`src/verilog/mfdc_regs.svh`:
```
`ifndef MFDC_REGS_SVH
`define MFDC_REGS_SVH
// Notes on behaviour
// RULE1: writing cancel one clears all pending requests; zero does nothing; reads zero
// RULE2: cancel aborts a scheduled dispatch and a table already running
// RULE3: a telegram on the line finishes, then no further frame is sent
// RULE4: code 01 starts the table at the pointer now, count from count field
// RULE5: device sets automatic request on timer expiry of timed, and on table end; code loads the request code of the secondary control word at table end
// RULE6: last table entry processed raises the table end event
// RULE7: table end copies secondary pointer and secondary control word into primary
// RULE8: code 10 holds table start until active timer reaches zero
// RULE9: timer expiry turns timed code into automatic code, then proceeds identically
// RULE10: code 11 sends no frames and waits for timer zero
// RULE11: timer zero during empty slot raises table end with register transfer
// RULE12: only one request code is pending; it is accepted and held
// RULE13: different request code written while pending is ignored until done or cancel
// RULE14: writing 00 has no effect; reads return the pending request code
// RULE15: count zero means 32 entries; count drops by one per frame sent
// RULE16: secondary control word clears to zero after moving to primary
// RULE17: manual frame request during a table is sent after the table completes
// RULE18: frame not seen by decoder gives bus timeout after 1.3 ms, busy cleared; code keeps busy set while an automatic table has entries left
// RULE19: timed or empty request waits indefinitely while the timer is inactive
// RULE20: cancel and new request in one write leave nothing pending
// register byte offsets
`define MFDC_CTRL_OFF    8'h00
`define MFDC_NEXT_OFF    8'h04
`define MFDC_PTR_OFF     8'h08
`define MFDC_NPTR_OFF    8'h0C
`define MFDC_STAT_OFF    8'h10
// control word fields
`define MFDC_CNT_MSB     4
`define MFDC_CNT_LSB     0
`define MFDC_MAN_BIT     5
`define MFDC_REQ_MSB     7
`define MFDC_REQ_LSB     6
`define MFDC_CANCEL_BIT  8
// request codes
`define MFDC_REQ_NONE    2'h0
`define MFDC_REQ_AUTO    2'h1
`define MFDC_REQ_TIMED   2'h2
`define MFDC_REQ_EMPTY   2'h3
// status bits
`define MFDC_ST_BUSY     0
`define MFDC_ST_TEND     1
`define MFDC_ST_BTMO     2
// reset values and table size
`define MFDC_CTRL_RST    8'h00
`define MFDC_FULL_TABLE  6'h20
// timing
`define MFDC_CLK_NS      50
`define MFDC_BUS_TMO_NS  1300000
`define MFDC_BUS_TMO_CYC (`MFDC_BUS_TMO_NS / `MFDC_CLK_NS)
`endif

```
`src/verilog/mfdc_pkg.sv`:
```
package mfdc_pkg;
    // dispatcher is either free or waiting for the telegram in flight
    typedef enum logic {
        st_idle,
        st_wait
    } mfdc_state_t;
endpackage

```
`src/verilog/mfdc_dispatch.sv`:
```
// The APB interface to the registers and the register offsets are this design's own decisions.
`timescale 1ns/100ps
`include "mfdc_regs.svh"
module mfdc_dispatch #(
    parameter int unsigned AW          = 8,
    parameter int unsigned PW          = 16,
    parameter int unsigned BUS_TMO_CYC = `MFDC_BUS_TMO_CYC
) (
    // clock and reset
    input  wire logic          pclk,
    input  wire logic          presetn,
    // apb slave
    input  wire logic          psel,
    input  wire logic          penable,
    input  wire logic          pwrite,
    input  wire logic [AW-1:0] paddr,
    input  wire logic [31:0]   pwdata,
    output logic               pready,
    output logic [31:0]        prdata,
    output logic               pslverr,
    // universal timer 1
    input  wire logic          timer1_zero,
    input  wire logic          timer1_active,
    // frame encoder and decoder
    output logic               frame_start,
    output logic [PW-1:0]      frame_addr,
    output logic               frame_manual,
    input  wire logic          line_done,
    input  wire logic          mf_seen,
    // events and status
    output logic               table_end_irq,
    output logic               bus_timeout_irq,
    output logic               busy
);
    mfdc_pkg::mfdc_state_t state_ff;
    mfdc_pkg::mfdc_state_t nxt_state;
    logic [1:0]    req_ff;
    logic [4:0]    cnt_ff;
    logic          man_ff;
    logic [7:0]    sec_ctrl_ff;
    logic [PW-1:0] ptr_ff;
    logic [PW-1:0] sec_ptr_ff;
    logic [5:0]    remain_ff;
    logic [4:0]    idx_ff;
    logic          pready_ff;
    logic          pslverr_ff;
    logic [31:0]   prdata_ff;
    logic          start_ff;
    logic          manual_ff;
    logic [PW-1:0] addr_ff;
    logic          tend_ff;
    logic          btmo_ff;
    logic          busy_ff;
    logic          tend_st_ff;
    logic          btmo_st_ff;

    logic [AW-1:0] waddr;
    logic [31:0]   rd_mux;
    logic          addr_ok;
    logic          setup;
    logic          wr_acc;
    logic          wr_ctrl;
    logic          wr_next;
    logic          wr_ptr;
    logic          wr_nptr;
    logic          wr_stat;
    logic [1:0]    wr_req;
    logic          cancel;
    logic          tmr_hit;
    logic          tmo_hit;
    logic          frame_fin;
    logic          tbl_fin;
    logic          last_fin;
    logic          tend;
    logic          go_table;
    logic          go_man;
    logic [4:0]    tbl_idx;

    // every output straight from a flip-flop
    assign pready          = pready_ff;
    assign prdata          = prdata_ff;
    assign pslverr         = pslverr_ff;
    assign frame_start     = start_ff;
    assign frame_addr      = addr_ff;
    assign frame_manual    = manual_ff;
    assign table_end_irq   = tend_ff;
    assign bus_timeout_irq = btmo_ff;
    assign busy            = busy_ff;

    // bus decode; writes land only at the completing access edge
    assign waddr   = {paddr[AW-1:2], 2'h0};
    assign setup   = psel && !penable;
    assign wr_acc  = psel && penable && pwrite && pready_ff;
    assign wr_ctrl = wr_acc && (waddr == AW'(`MFDC_CTRL_OFF));
    assign wr_next = wr_acc && (waddr == AW'(`MFDC_NEXT_OFF));
    assign wr_ptr  = wr_acc && (waddr == AW'(`MFDC_PTR_OFF));
    assign wr_nptr = wr_acc && (waddr == AW'(`MFDC_NPTR_OFF));
    assign wr_stat = wr_acc && (waddr == AW'(`MFDC_STAT_OFF));
    assign wr_req  = pwdata[`MFDC_REQ_MSB:`MFDC_REQ_LSB];
    assign cancel  = wr_ctrl && pwdata[`MFDC_CANCEL_BIT];

    // dispatch events; timer pulse is on-chip and shares this clock
    assign tmr_hit   = timer1_zero && timer1_active;                 // [RULE8] [RULE19]
    assign frame_fin = (state_ff == mfdc_pkg::st_wait) && (line_done || tmo_hit);
    assign tbl_fin   = frame_fin && !manual_ff && (req_ff == `MFDC_REQ_AUTO);
    assign last_fin  = tbl_fin && (remain_ff == 6'h01);
    assign tend      = !cancel && (last_fin ||
                       ((req_ff == `MFDC_REQ_EMPTY) && tmr_hit));    // [RULE6] [RULE11]
    assign go_table  = (state_ff == mfdc_pkg::st_idle) && !cancel &&
                       (req_ff == `MFDC_REQ_AUTO);                   // [RULE4] [RULE2] [RULE10]
    // manual frame yields to a running table until that table ends
    assign go_man    = (state_ff == mfdc_pkg::st_idle) && !cancel && man_ff &&
                       (req_ff != `MFDC_REQ_AUTO);                   // [RULE17]
    assign tbl_idx   = (remain_ff == 6'h00) ? 5'h00 : idx_ff;

    // register read mux, unmapped words read zero and flag an error
    always_comb begin
        rd_mux  = 32'h0000_0000;
        addr_ok = 1'h1;
        case (waddr)
            AW'(`MFDC_CTRL_OFF): rd_mux[7:0] = {req_ff, man_ff, cnt_ff};  // [RULE14] [RULE1]
            AW'(`MFDC_NEXT_OFF): rd_mux[7:0] = sec_ctrl_ff;
            AW'(`MFDC_PTR_OFF):  rd_mux[PW-1:0] = ptr_ff;
            AW'(`MFDC_NPTR_OFF): rd_mux[PW-1:0] = sec_ptr_ff;
            AW'(`MFDC_STAT_OFF): begin
                rd_mux[`MFDC_ST_BUSY] = busy_ff;
                rd_mux[`MFDC_ST_TEND] = tend_st_ff;
                rd_mux[`MFDC_ST_BTMO] = btmo_st_ff;
            end
            default: addr_ok = 1'h0;
        endcase
    end

    // no wait states: answer prepared in setup, access ends on its first cycle
    always_ff @(posedge pclk or negedge presetn) begin
        if (!presetn) begin
            pready_ff  <= 1'h0;
            pslverr_ff <= 1'h0;
            prdata_ff  <= 32'h0000_0000;
        end else begin
            pready_ff  <= setup;
            pslverr_ff <= setup && !addr_ok;
            if (setup && !pwrite) begin
                prdata_ff <= rd_mux;
            end
        end
    end

    // pending request code; cancel beats everything, even the same write
    always_ff @(posedge pclk or negedge presetn) begin
        if (!presetn) begin
            req_ff <= `MFDC_REQ_NONE;
        end else if (cancel) begin
            req_ff <= `MFDC_REQ_NONE;                                // [RULE1] [RULE20]
        end else if (tend) begin
            req_ff <= sec_ctrl_ff[`MFDC_REQ_MSB:`MFDC_REQ_LSB];      // [RULE5] [RULE7]
        end else if ((req_ff == `MFDC_REQ_TIMED) && tmr_hit) begin
            req_ff <= `MFDC_REQ_AUTO;                                // [RULE9] [RULE8]
        end else if (wr_ctrl && (req_ff == `MFDC_REQ_NONE)) begin
            req_ff <= wr_req;                                        // [RULE12] [RULE13] [RULE14]
        end
    end

    // table count: loaded with an accepted request or at table end, drops per table frame
    always_ff @(posedge pclk or negedge presetn) begin
        if (!presetn) begin
            cnt_ff <= 5'h00;
        end else if (tend) begin
            cnt_ff <= sec_ctrl_ff[`MFDC_CNT_MSB:`MFDC_CNT_LSB];
        end else if (wr_ctrl && !cancel && (req_ff == `MFDC_REQ_NONE) &&
                     (wr_req != `MFDC_REQ_NONE)) begin
            cnt_ff <= pwdata[`MFDC_CNT_MSB:`MFDC_CNT_LSB];
        end else if (tbl_fin && !cancel) begin
            cnt_ff <= cnt_ff - 5'h01;                                // [RULE15]
        end
    end

    // manual frame request; a software set wins over the hardware clear
    always_ff @(posedge pclk or negedge presetn) begin
        if (!presetn) begin
            man_ff <= 1'h0;
        end else if (cancel) begin
            man_ff <= 1'h0;                                          // [RULE1]
        end else if (wr_ctrl && pwdata[`MFDC_MAN_BIT]) begin
            man_ff <= 1'h1;
        end else if (tend && sec_ctrl_ff[`MFDC_MAN_BIT]) begin
            man_ff <= 1'h1;
        end else if (go_man) begin
            man_ff <= 1'h0;
        end
    end

    // secondary control word, emptied once it has moved across
    always_ff @(posedge pclk or negedge presetn) begin
        if (!presetn) begin
            sec_ctrl_ff <= `MFDC_CTRL_RST;
        end else if (wr_next) begin
            sec_ctrl_ff <= pwdata[7:0];
        end else if (tend) begin
            sec_ctrl_ff <= `MFDC_CTRL_RST;                           // [RULE16]
        end
    end

    // table pointers; the hardware swap wins over a racing software write
    always_ff @(posedge pclk or negedge presetn) begin
        if (!presetn) begin
            ptr_ff     <= '0;
            sec_ptr_ff <= '0;
        end else begin
            if (tend) begin
                ptr_ff <= sec_ptr_ff;                                // [RULE7] [RULE11]
            end else if (wr_ptr) begin
                ptr_ff <= pwdata[PW-1:0];
            end
            if (wr_nptr) begin
                sec_ptr_ff <= pwdata[PW-1:0];
            end
        end
    end

    // table walk: remaining entries and index of the next entry
    always_ff @(posedge pclk or negedge presetn) begin
        if (!presetn) begin
            remain_ff <= 6'h00;
            idx_ff    <= 5'h00;
        end else if (cancel || tend) begin
            remain_ff <= 6'h00;                                      // [RULE2]
            idx_ff    <= 5'h00;
        end else if (go_table && (remain_ff == 6'h00)) begin
            remain_ff <= (cnt_ff == 5'h00) ? `MFDC_FULL_TABLE
                                           : {1'h0, cnt_ff};         // [RULE4] [RULE15]
            idx_ff    <= 5'h01;
        end else if (tbl_fin) begin
            remain_ff <= remain_ff - 6'h01;
        end else if (go_table) begin
            idx_ff    <= idx_ff + 5'h01;
        end
    end

    // state: a frame in flight always runs to its end, even after cancel
    always_comb begin
        nxt_state = state_ff;
        unique case (state_ff)
            mfdc_pkg::st_idle: if (go_table || go_man) nxt_state = mfdc_pkg::st_wait;
            mfdc_pkg::st_wait: if (frame_fin) nxt_state = mfdc_pkg::st_idle;     // [RULE3]
        endcase
    end

    always_ff @(posedge pclk or negedge presetn) begin
        if (!presetn) begin
            state_ff <= mfdc_pkg::st_idle;
        end else begin
            state_ff <= nxt_state;
        end
    end

    // frame issue to the encoder, one pulse per frame
    always_ff @(posedge pclk or negedge presetn) begin
        if (!presetn) begin
            start_ff  <= 1'h0;
            manual_ff <= 1'h0;
            addr_ff   <= '0;
        end else begin
            start_ff <= go_table || go_man;
            if (go_table || go_man) begin
                manual_ff <= go_man;
                addr_ff   <= go_table ? ptr_ff + PW'(tbl_idx) : '0;
            end
        end
    end

    // watchdog on the decoder seeing our own frame
    mfdc_tmo_cnt #(
        .CYCLES (BUS_TMO_CYC),
        .CW     (32)
    ) u_tmo (
        .pclk    (pclk),
        .presetn (presetn),
        .start   (go_table || go_man),
        .stop    (mf_seen || line_done),
        .expired (tmo_hit)                                           // [RULE18]
    );

    // event pulses, sticky copies and busy; a new event beats the clear
    always_ff @(posedge pclk or negedge presetn) begin
        if (!presetn) begin
            tend_ff    <= 1'h0;
            btmo_ff    <= 1'h0;
            busy_ff    <= 1'h0;
            tend_st_ff <= 1'h0;
            btmo_st_ff <= 1'h0;
        end else begin
            tend_ff    <= tend;                                      // [RULE6] [RULE11]
            btmo_ff    <= tmo_hit;                                   // [RULE18]
            busy_ff    <= (nxt_state == mfdc_pkg::st_wait) ||
                          (req_ff == `MFDC_REQ_AUTO && !cancel && !tend);
            tend_st_ff <= tend || (tend_st_ff && !(wr_stat && pwdata[`MFDC_ST_TEND]));
            btmo_st_ff <= tmo_hit || (btmo_st_ff && !(wr_stat && pwdata[`MFDC_ST_BTMO]));
        end
    end
endmodule

```
`src/verilog/mfdc_tmo_cnt.sv`:
```
`timescale 1ns/100ps
`include "mfdc_regs.svh"
module mfdc_tmo_cnt #(
    parameter int unsigned CYCLES = `MFDC_BUS_TMO_CYC,
    parameter int unsigned CW     = 16
) (
    // clock and reset
    input  wire logic pclk,
    input  wire logic presetn,
    // control
    input  wire logic start,
    input  wire logic stop,
    // result
    output logic      expired
);
    logic [CW-1:0] cnt_ff;
    logic          run_ff;

    // down counter armed per frame; a restart wins over a stop
    always_ff @(posedge pclk or negedge presetn) begin
        if (!presetn) begin
            cnt_ff <= '0;
            run_ff <= 1'h0;
        end else if (start) begin
            cnt_ff <= CW'(CYCLES - 1);
            run_ff <= 1'h1;
        end else if (stop || (run_ff && cnt_ff == '0)) begin
            run_ff <= 1'h0;
        end else if (run_ff) begin
            cnt_ff <= cnt_ff - 1'h1;
        end
    end

    // a late decoder answer in the last cycle still counts as seen
    assign expired = run_ff && (cnt_ff == '0) && !stop;
endmodule
```
`config.mk`:
```
export PLATFORM = sky130hd
export DESIGN_NAME = mfdc_dispatch
export DESIGN_NICKNAME = d
export VERILOG_FILES = /design/src/verilog/mfdc_pkg.sv /design/src/verilog/mfdc_dispatch.sv /design/src/verilog/mfdc_tmo_cnt.sv
export VERILOG_INCLUDE_DIRS = /design/src /design/src/verilog
export SDC_FILE = /design/constraint.sdc
export NUM_CORES = 1
export LEC_CHECK = 0
export BUFFER_PORTS_ARGS = -buffer_cell sky130_fd_sc_hd__clkbuf_2
export CELL_PAD_IN_SITES_DETAIL_PLACEMENT = 1
export CELL_PAD_IN_SITES_GLOBAL_PLACEMENT = 1
export CORE_MARGIN = 8
export CORE_UTILIZATION = 35
export CTS_CLUSTER_SIZE = 10
export DETAILED_ROUTE_END_ITERATION = 10
export PLACE_DENSITY_LB_ADDON = 0.1
export SLEW_MARGIN = 20
export SYNTH_ARGS = -nofsm -noshare
export SYNTH_HDL_FRONTEND = slang
export SYNTH_SLANG_ARGS = --single-unit
```
`constraint.sdc`:
```
create_clock -name pclk -period 4.7 [get_ports pclk]
set_input_delay 0.705 -clock pclk [delete_from_list [all_inputs] [get_ports pclk]]
set_output_delay 0.705 -clock pclk [all_outputs]
set_load 0.02 [all_outputs]
```
==> impl_metrics.toml, run 1 <==
[status]
outcome = "finished clean"

[final_layout]
final_common_cell = "dfrtp_1"
seq_area_sq_um = 3353
nets = 833
stdcell_count = 1053
fillerInstances = 2334
multi_input_area_sq_um = 3453
drive_above_1_share = 0.1941
syn_to_final_growth_pct = 15.95
layout_common_cells = "134 x dfrtp_1, 96 x nand2_1, 68 x clkbuf_2"
diodes = 0
design_area_sq_um = 8205

[synthesis]
yosysSeqAreaShare = 0.4738
avgSynthCellArea_sq_um = 9.995
synth_edf_count = 0
ys.flop_type = "dfrtp_1"
synth_area_sq_um = 7077
async_flop_share = 1.000
ys.warnings.count = 0
synth_cells = 708
ys_seq_elements = 134
yosys.cell_types.count = 62

[detailed_routing]
drt-pass1-iter-count = 4
dr.first_iter.drc_count = 213
routed_wirelength_um = 20020
wl_per_cell_um = 19.01
drc = 0
vias_per_cell = 5.276
antenna_left = 0
num_vias = 5556

[hold_path]
holdCritPathClass = "primary input to async pin"

[clocking]
post_cts_buffers = 0
clock-sinks = 134
cts_resized = 0
root_buffer = "clkbuf_16"
clockBufferDepth = 2
cts_buffers = 17
clkLatencyLatePin_ns = 0.42
cts_hold_buf = 0
h-tree-depth = 4
cts_tree = "built"
clk_pin_slew_ns = 0.06

[timing]
fin_crit_sh = 0.7658
final.setup.tns_ns = 0
fin_ws_ns = 1.101
fin_crit_ns = 3.599
max_slew_margin = 0.2745
fmax_mhz = 277.8
finalSetupViolCount = 0
rsz0062_at_grt = "false"
skew_ns = 0.01268
maxSlewViolCount = 0
finalHoldViolCount = 0
worst_pin_slew_ns = 1.078

[worst_setup_path]
path_class = "register to register"
path_max_fanout = 12
required_ns = 4.98
critical_path.startpoint_type = "register"
worst-endpoint-arrival_ns = 3.88
end_kind = "register"

[die]
row_count = 52
die_x_um = 158.2
dieArea_sq_um = 25030
start_util = 0.3531
dieHeight_um = 158.2
ios = 104
core_area_sq_um = 20040

[placement]
dp_slack_ns = 1.084
place.gp.congestion = 0.7948
dpl.hpwl_um = 14760
port_buffers = 69
placed_cells = 1021
placed_cell_area_sq_um = 7646

[power]
post-layout-total-power_mw = 3.607
p_leak_nw = 3.596
worst_ir_drop_vdd_mv = 0.2364
p_per_area_nw_per_um2 = 439.6

[global_routing]
grt_pass1_wl_um = 33180
grt_max_degree = 56
grt_use_total = 0.1697
antenna_found_initial = 0
globalRouteOverflowTotal = 0
grt_pass1_vias = 6002

[job]
maxCapViolations = 0
==> layer usage <==
layer	global-route usage	wire, um	share of wire
met1	0.2239	9450	0.47
met4	0.03952	160	0.0080
met2	0.2750	9549	0.48
met3	0.04204	858	0.043
met5	0	0	0
==> where the power goes <==
part | switching [mW] | internal, mW | total [mW]
clock network | 0.539 | 0.734 | 1.27
registers | 0.163 | 1.29 | 1.45
logic | 0.560 | 0.320 | 0.880
total | 1.26 | 2.35 | 3.61
==> state kept, by name, summed over array words and instances, names as in the netlist, 2 cells and up <==
signal and cells:
u_tmo.cnt_ff 32, frame_addr 16, prdata 16, ptr_ff 16
sec_ptr_ff 16, sec_ctrl_ff 8, remain_ff 6, cnt_ff 5
idx_ff 5, req_ff 2
==> worst max-delay path, cell delays in order (launching register included) <==
cell and delay (ns):
dfrtp_1 0.42, nor4_1 0.67, nand2_1 0.41, and2_1 0.29, ha_1 0.32, nor2b_1 0.13
o21ai_0 0.11, a21boi_0 0.61, o2111ai_1 0.20, xor2_1 0.20, o21ai_0 0.10
==> path summary, 6_finish.rpt <==
kind                                        end  slack [ns]  cells past startpoint          from
worst max-delay path             frame_addr[14]        1.10                     10  remain_ff[3]
worst min-delay path            u_tmo.cnt_ff[9]        0.23                      1       presetn
worst max register to register   frame_addr[14]        1.10                     10  remain_ff[3]
worst min register to register       tend_st_ff        0.48                      1    tend_st_ff
max in group asynchronous        sec_ctrl_ff[0]        3.44                      2       presetn
min in group pclk                    tend_st_ff        0.48                      1    tend_st_ff
==> cell usage after synthesis, types with 16 or more instances <==
master	number	area share
xnor2_1	33	0.041
o21ai_0	68	0.048
mux2i_1	28	0.040
nand2_1	96	0.051
dfrtp_1	134	0.47
clkbuf_1	27	0.014
nor2_1	41	0.022
mux2_2	19	0.030
nor3_1	16	0.011
a21oi_1	17	0.012
buf_4	16	0.017
inv_1	17	0.0090
==> per-stage QoR <==
stage               utilization  hold WS [ns]
floorplan                     -        0.4094
detailed placement       0.3816        0.4662
CTS                      0.4095        0.2608
global placement         0.3816        0.4613
finish                   0.4095        0.2277
global route             0.4095        0.2604
==> logic make-up after synthesis <==
group | count (synthesis) | share of synthesized area
buf+inv | 70 | 0.04809
compound gates | 128 | 0.1102
xor+xnor | 46 | 0.05693
flops | 134 | 0.4738
fa+ha+maj | 14 | 0.02581
mux | 55 | 0.09530
simple gates | 260 | 0.1894
other cells | 1 | 0.0005299
==> final cells by class <==
| cell class | count | share of cell area |
|---|---|---|
| multi-input combinational | 519 | 0.4209 |
| sequential | 134 | 0.4087 |
| timing repair buffer | 80 | 0.05291 |
| inverter | 18 | 0.008234 |
| tap | 270 | 0.04117 |
| clock buffer | 19 | 0.05276 |
| clock inverter | 13 | 0.01540 |
Power figures use the tool's default switching activity.
==> run 2: changes to the inputs <==
Clock period 4.7 ns to 3.4 ns, I/O delays scaled along.
==> run 2 against run 1 <==
- clock skew increased by 0.00074 ns
- wire length rose by 3.4%
- sequential power rose by 39%
- critical path type unchanged
- largest power group is now clock
- non-clock buffer count rose by 11
- hold slack got worse by 0.13 ns
- clock power up 63%
- fmax rose by 16%
- die area is the same
- power grew 48%
- worst setup slack got worse by 0.80 ns
- register-to-register slack got worse by 0.80 ns
- highest routed layer unchanged
==> impl_metrics.toml, run 2 (same netlist as run 1, synthesis figures left out) <==
[die]
start_util = 0.3531
dieHeight_um = 158.2
dieArea_sq_um = 25030
row_count = 52
core_area_sq_um = 20040
die_x_um = 158.2
ios = 104

[clocking]
clock-sinks = 134
root_buffer = "clkbuf_16"
post_cts_buffers = 0
cts_tree = "built"
cts_resized = 0
clkLatencyLatePin_ns = 0.42
cts_buffers = 17
h-tree-depth = 4
clk_pin_slew_ns = 0.07
clockBufferDepth = 2
cts_hold_buf = 0

[detailed_routing]
num_vias = 5593
dr.first_iter.drc_count = 249
routed_wirelength_um = 20690
drc = 0
wl_per_cell_um = 19.44
vias_per_cell = 5.257
antenna_left = 0
drt-pass1-iter-count = 4

[power]
seqPwrFrac = 0.376
pwr-share-comb = 0.237
switching_share = 0.3304
clock_power_share = 0.387
p_int_mw = 3.582
worst_ir_drop_vdd_mv = 0.3978
p_sw_mw = 1.768
p_per_area_nw_per_um2 = 636.0
p_leak_nw = 3.719

[placement]
placed_cells = 1032
dp_slack_ns = 0.2182
place.gp.congestion = 0.7762
port_buffers = 69
dpl.hpwl_um = 15230

[worst_setup_path]
timing.rr.end = "cnt_ff[0]"
worstSetupStartpoint = "u_tmo.cnt_ff[0]"
r2r-start = "u_tmo.cnt_ff[0]"
required_ns = 3.69
end_kind = "register"
reg2regPathDepth = 10
worst-endpoint-arrival_ns = 3.39
critical_path.startpoint_type = "register"
path_cells = "inv_1, ha_1, nand3b_1, nor4_1, a41o_1, o21ai_0, clkinv_1, buf_12, o32ai_1, a21oi_1"
cpMaxStageDelayCell = "o21ai_0"
crit_end = "cnt_ff[0]"
slowest_delay_ns = 0.75
path_class = "register to register"
path_max_fanout = 37
r2r_slack_ns = 0.31

[timing]
fin_ws_ns = 0.3050
rsz0062_at_grt = "false"
maxSlewViolCount = 0
holdWs_ns = 0.09364
worst_pin_slew_ns = 0.8882
fin_crit_ns = 3.095
final.setup.tns_ns = 0
fin_crit_sh = 0.9103
finalHoldViolCount = 0
fmax_mhz = 323.1
skew_ns = 0.01342
max_slew_margin = 0.4016
finalSetupViolCount = 0

[final_layout]
drive_above_1_share = 0.2078
syn_to_final_growth_pct = 18.85
stdcell_count = 1064
nets = 844
diodes = 0
final_common_cell = "dfrtp_1"
fillerInstances = 2314
layout_common_cells = "134 x dfrtp_1, 96 x nand2_1, 68 x clkbuf_2"
fin_util = 0.4197
regMostFlops = "u_tmo.cnt_ff"
largest_register_ffs = 32

[global_routing]
grt_use_total = 0.1772
globalRouteOverflowTotal = 0
grt_max_degree = 67
grt_pass1_wl_um = 34350
antenna_found_initial = 0
grt_pass1_vias = 6186

[hold_path]
holdCritPathClass = "primary input to async pin"

[job]
maxCapViolations = 0

[status]
outcome = "finished clean"
-- run 2: cell count changes in the layout (fill, tap and decap cells not counted), sizes merged --
cell | before | now
clkbuf | 87 | 86
clkinvlp | 4 | 0
inv | 20 | 21
bufinv | 1 | 5
buf | 12 | 23
-- run 2: how the worst min path moves through the flow --
| stage | slack, ns | start | end | cells past startpoint |
|---|---|---|---|---|
| floorplan | 0.21 | presetn | btmo_st_ff | 0 |
| global placement | 0.47 | btmo_st_ff | btmo_st_ff | 1 |
| detailed placement | 0.47 | frame_addr[9] | frame_addr[9] | 2 |
| CTS | 0.12 | presetn | u_tmo.cnt_ff[10] | 1 |
| global route | 0.13 | presetn | u_tmo.cnt_ff[15] | 1 |
| finish | 0.09 | presetn | u_tmo.cnt_ff[10] | 1 |
-- run 2: metrics by stage --
stage	cell area (sq um)	total power [mW]
6_report	8411	5.349
5_1_grt	8411	5.677
4_1_cts	8404	5.417
3_5_place_dp	7754	3.328
3_3_place_gp	7754	3.269
2_1_floorplan	7133	2.820
-- run 2: worst max-delay path: cells and delay by family, from the launching register on --
family                   cells  cell delay, ns
buffers and inverters        3            0.63
AND/OR/NAND/NOR              2            0.16
adder cells (fa/ha/maj)      1            0.22
AO/OA/AOI/OAI                4            1.52
flip-flops                   1            0.44
-- run 2: layout make-up --
class | count | area (sq um) | area share
timing repair buffer | 91 | 541.8 | 0.06442
inverter | 18 | 67.56 | 0.008033
tap | 270 | 337.8 | 0.04017
multi-input combinational | 519 | 3460 | 0.4113
clock buffer | 18 | 429.2 | 0.05103
sequential | 134 | 3353 | 0.3987
clock inverter | 14 | 221.5 | 0.02633
-- run 2: power by group through the flow --
stage	Sequential, mW	Clock [mW]	Combinational (mW)
after floorplan	2.00	0	0.820
after global placement	2.03	0	1.24
after detailed placement	2.05	0	1.28
after CTS	2.02	2.11	1.29
after global routing	2.05	2.19	1.43
final	2.01	2.07	1.27
-- run 2: metal layers --
layer  share of wire  track usage
met4          0.0074      0.03502
met1            0.44       0.2252
met3           0.046      0.04641
met2            0.50       0.2985
met5               0            0
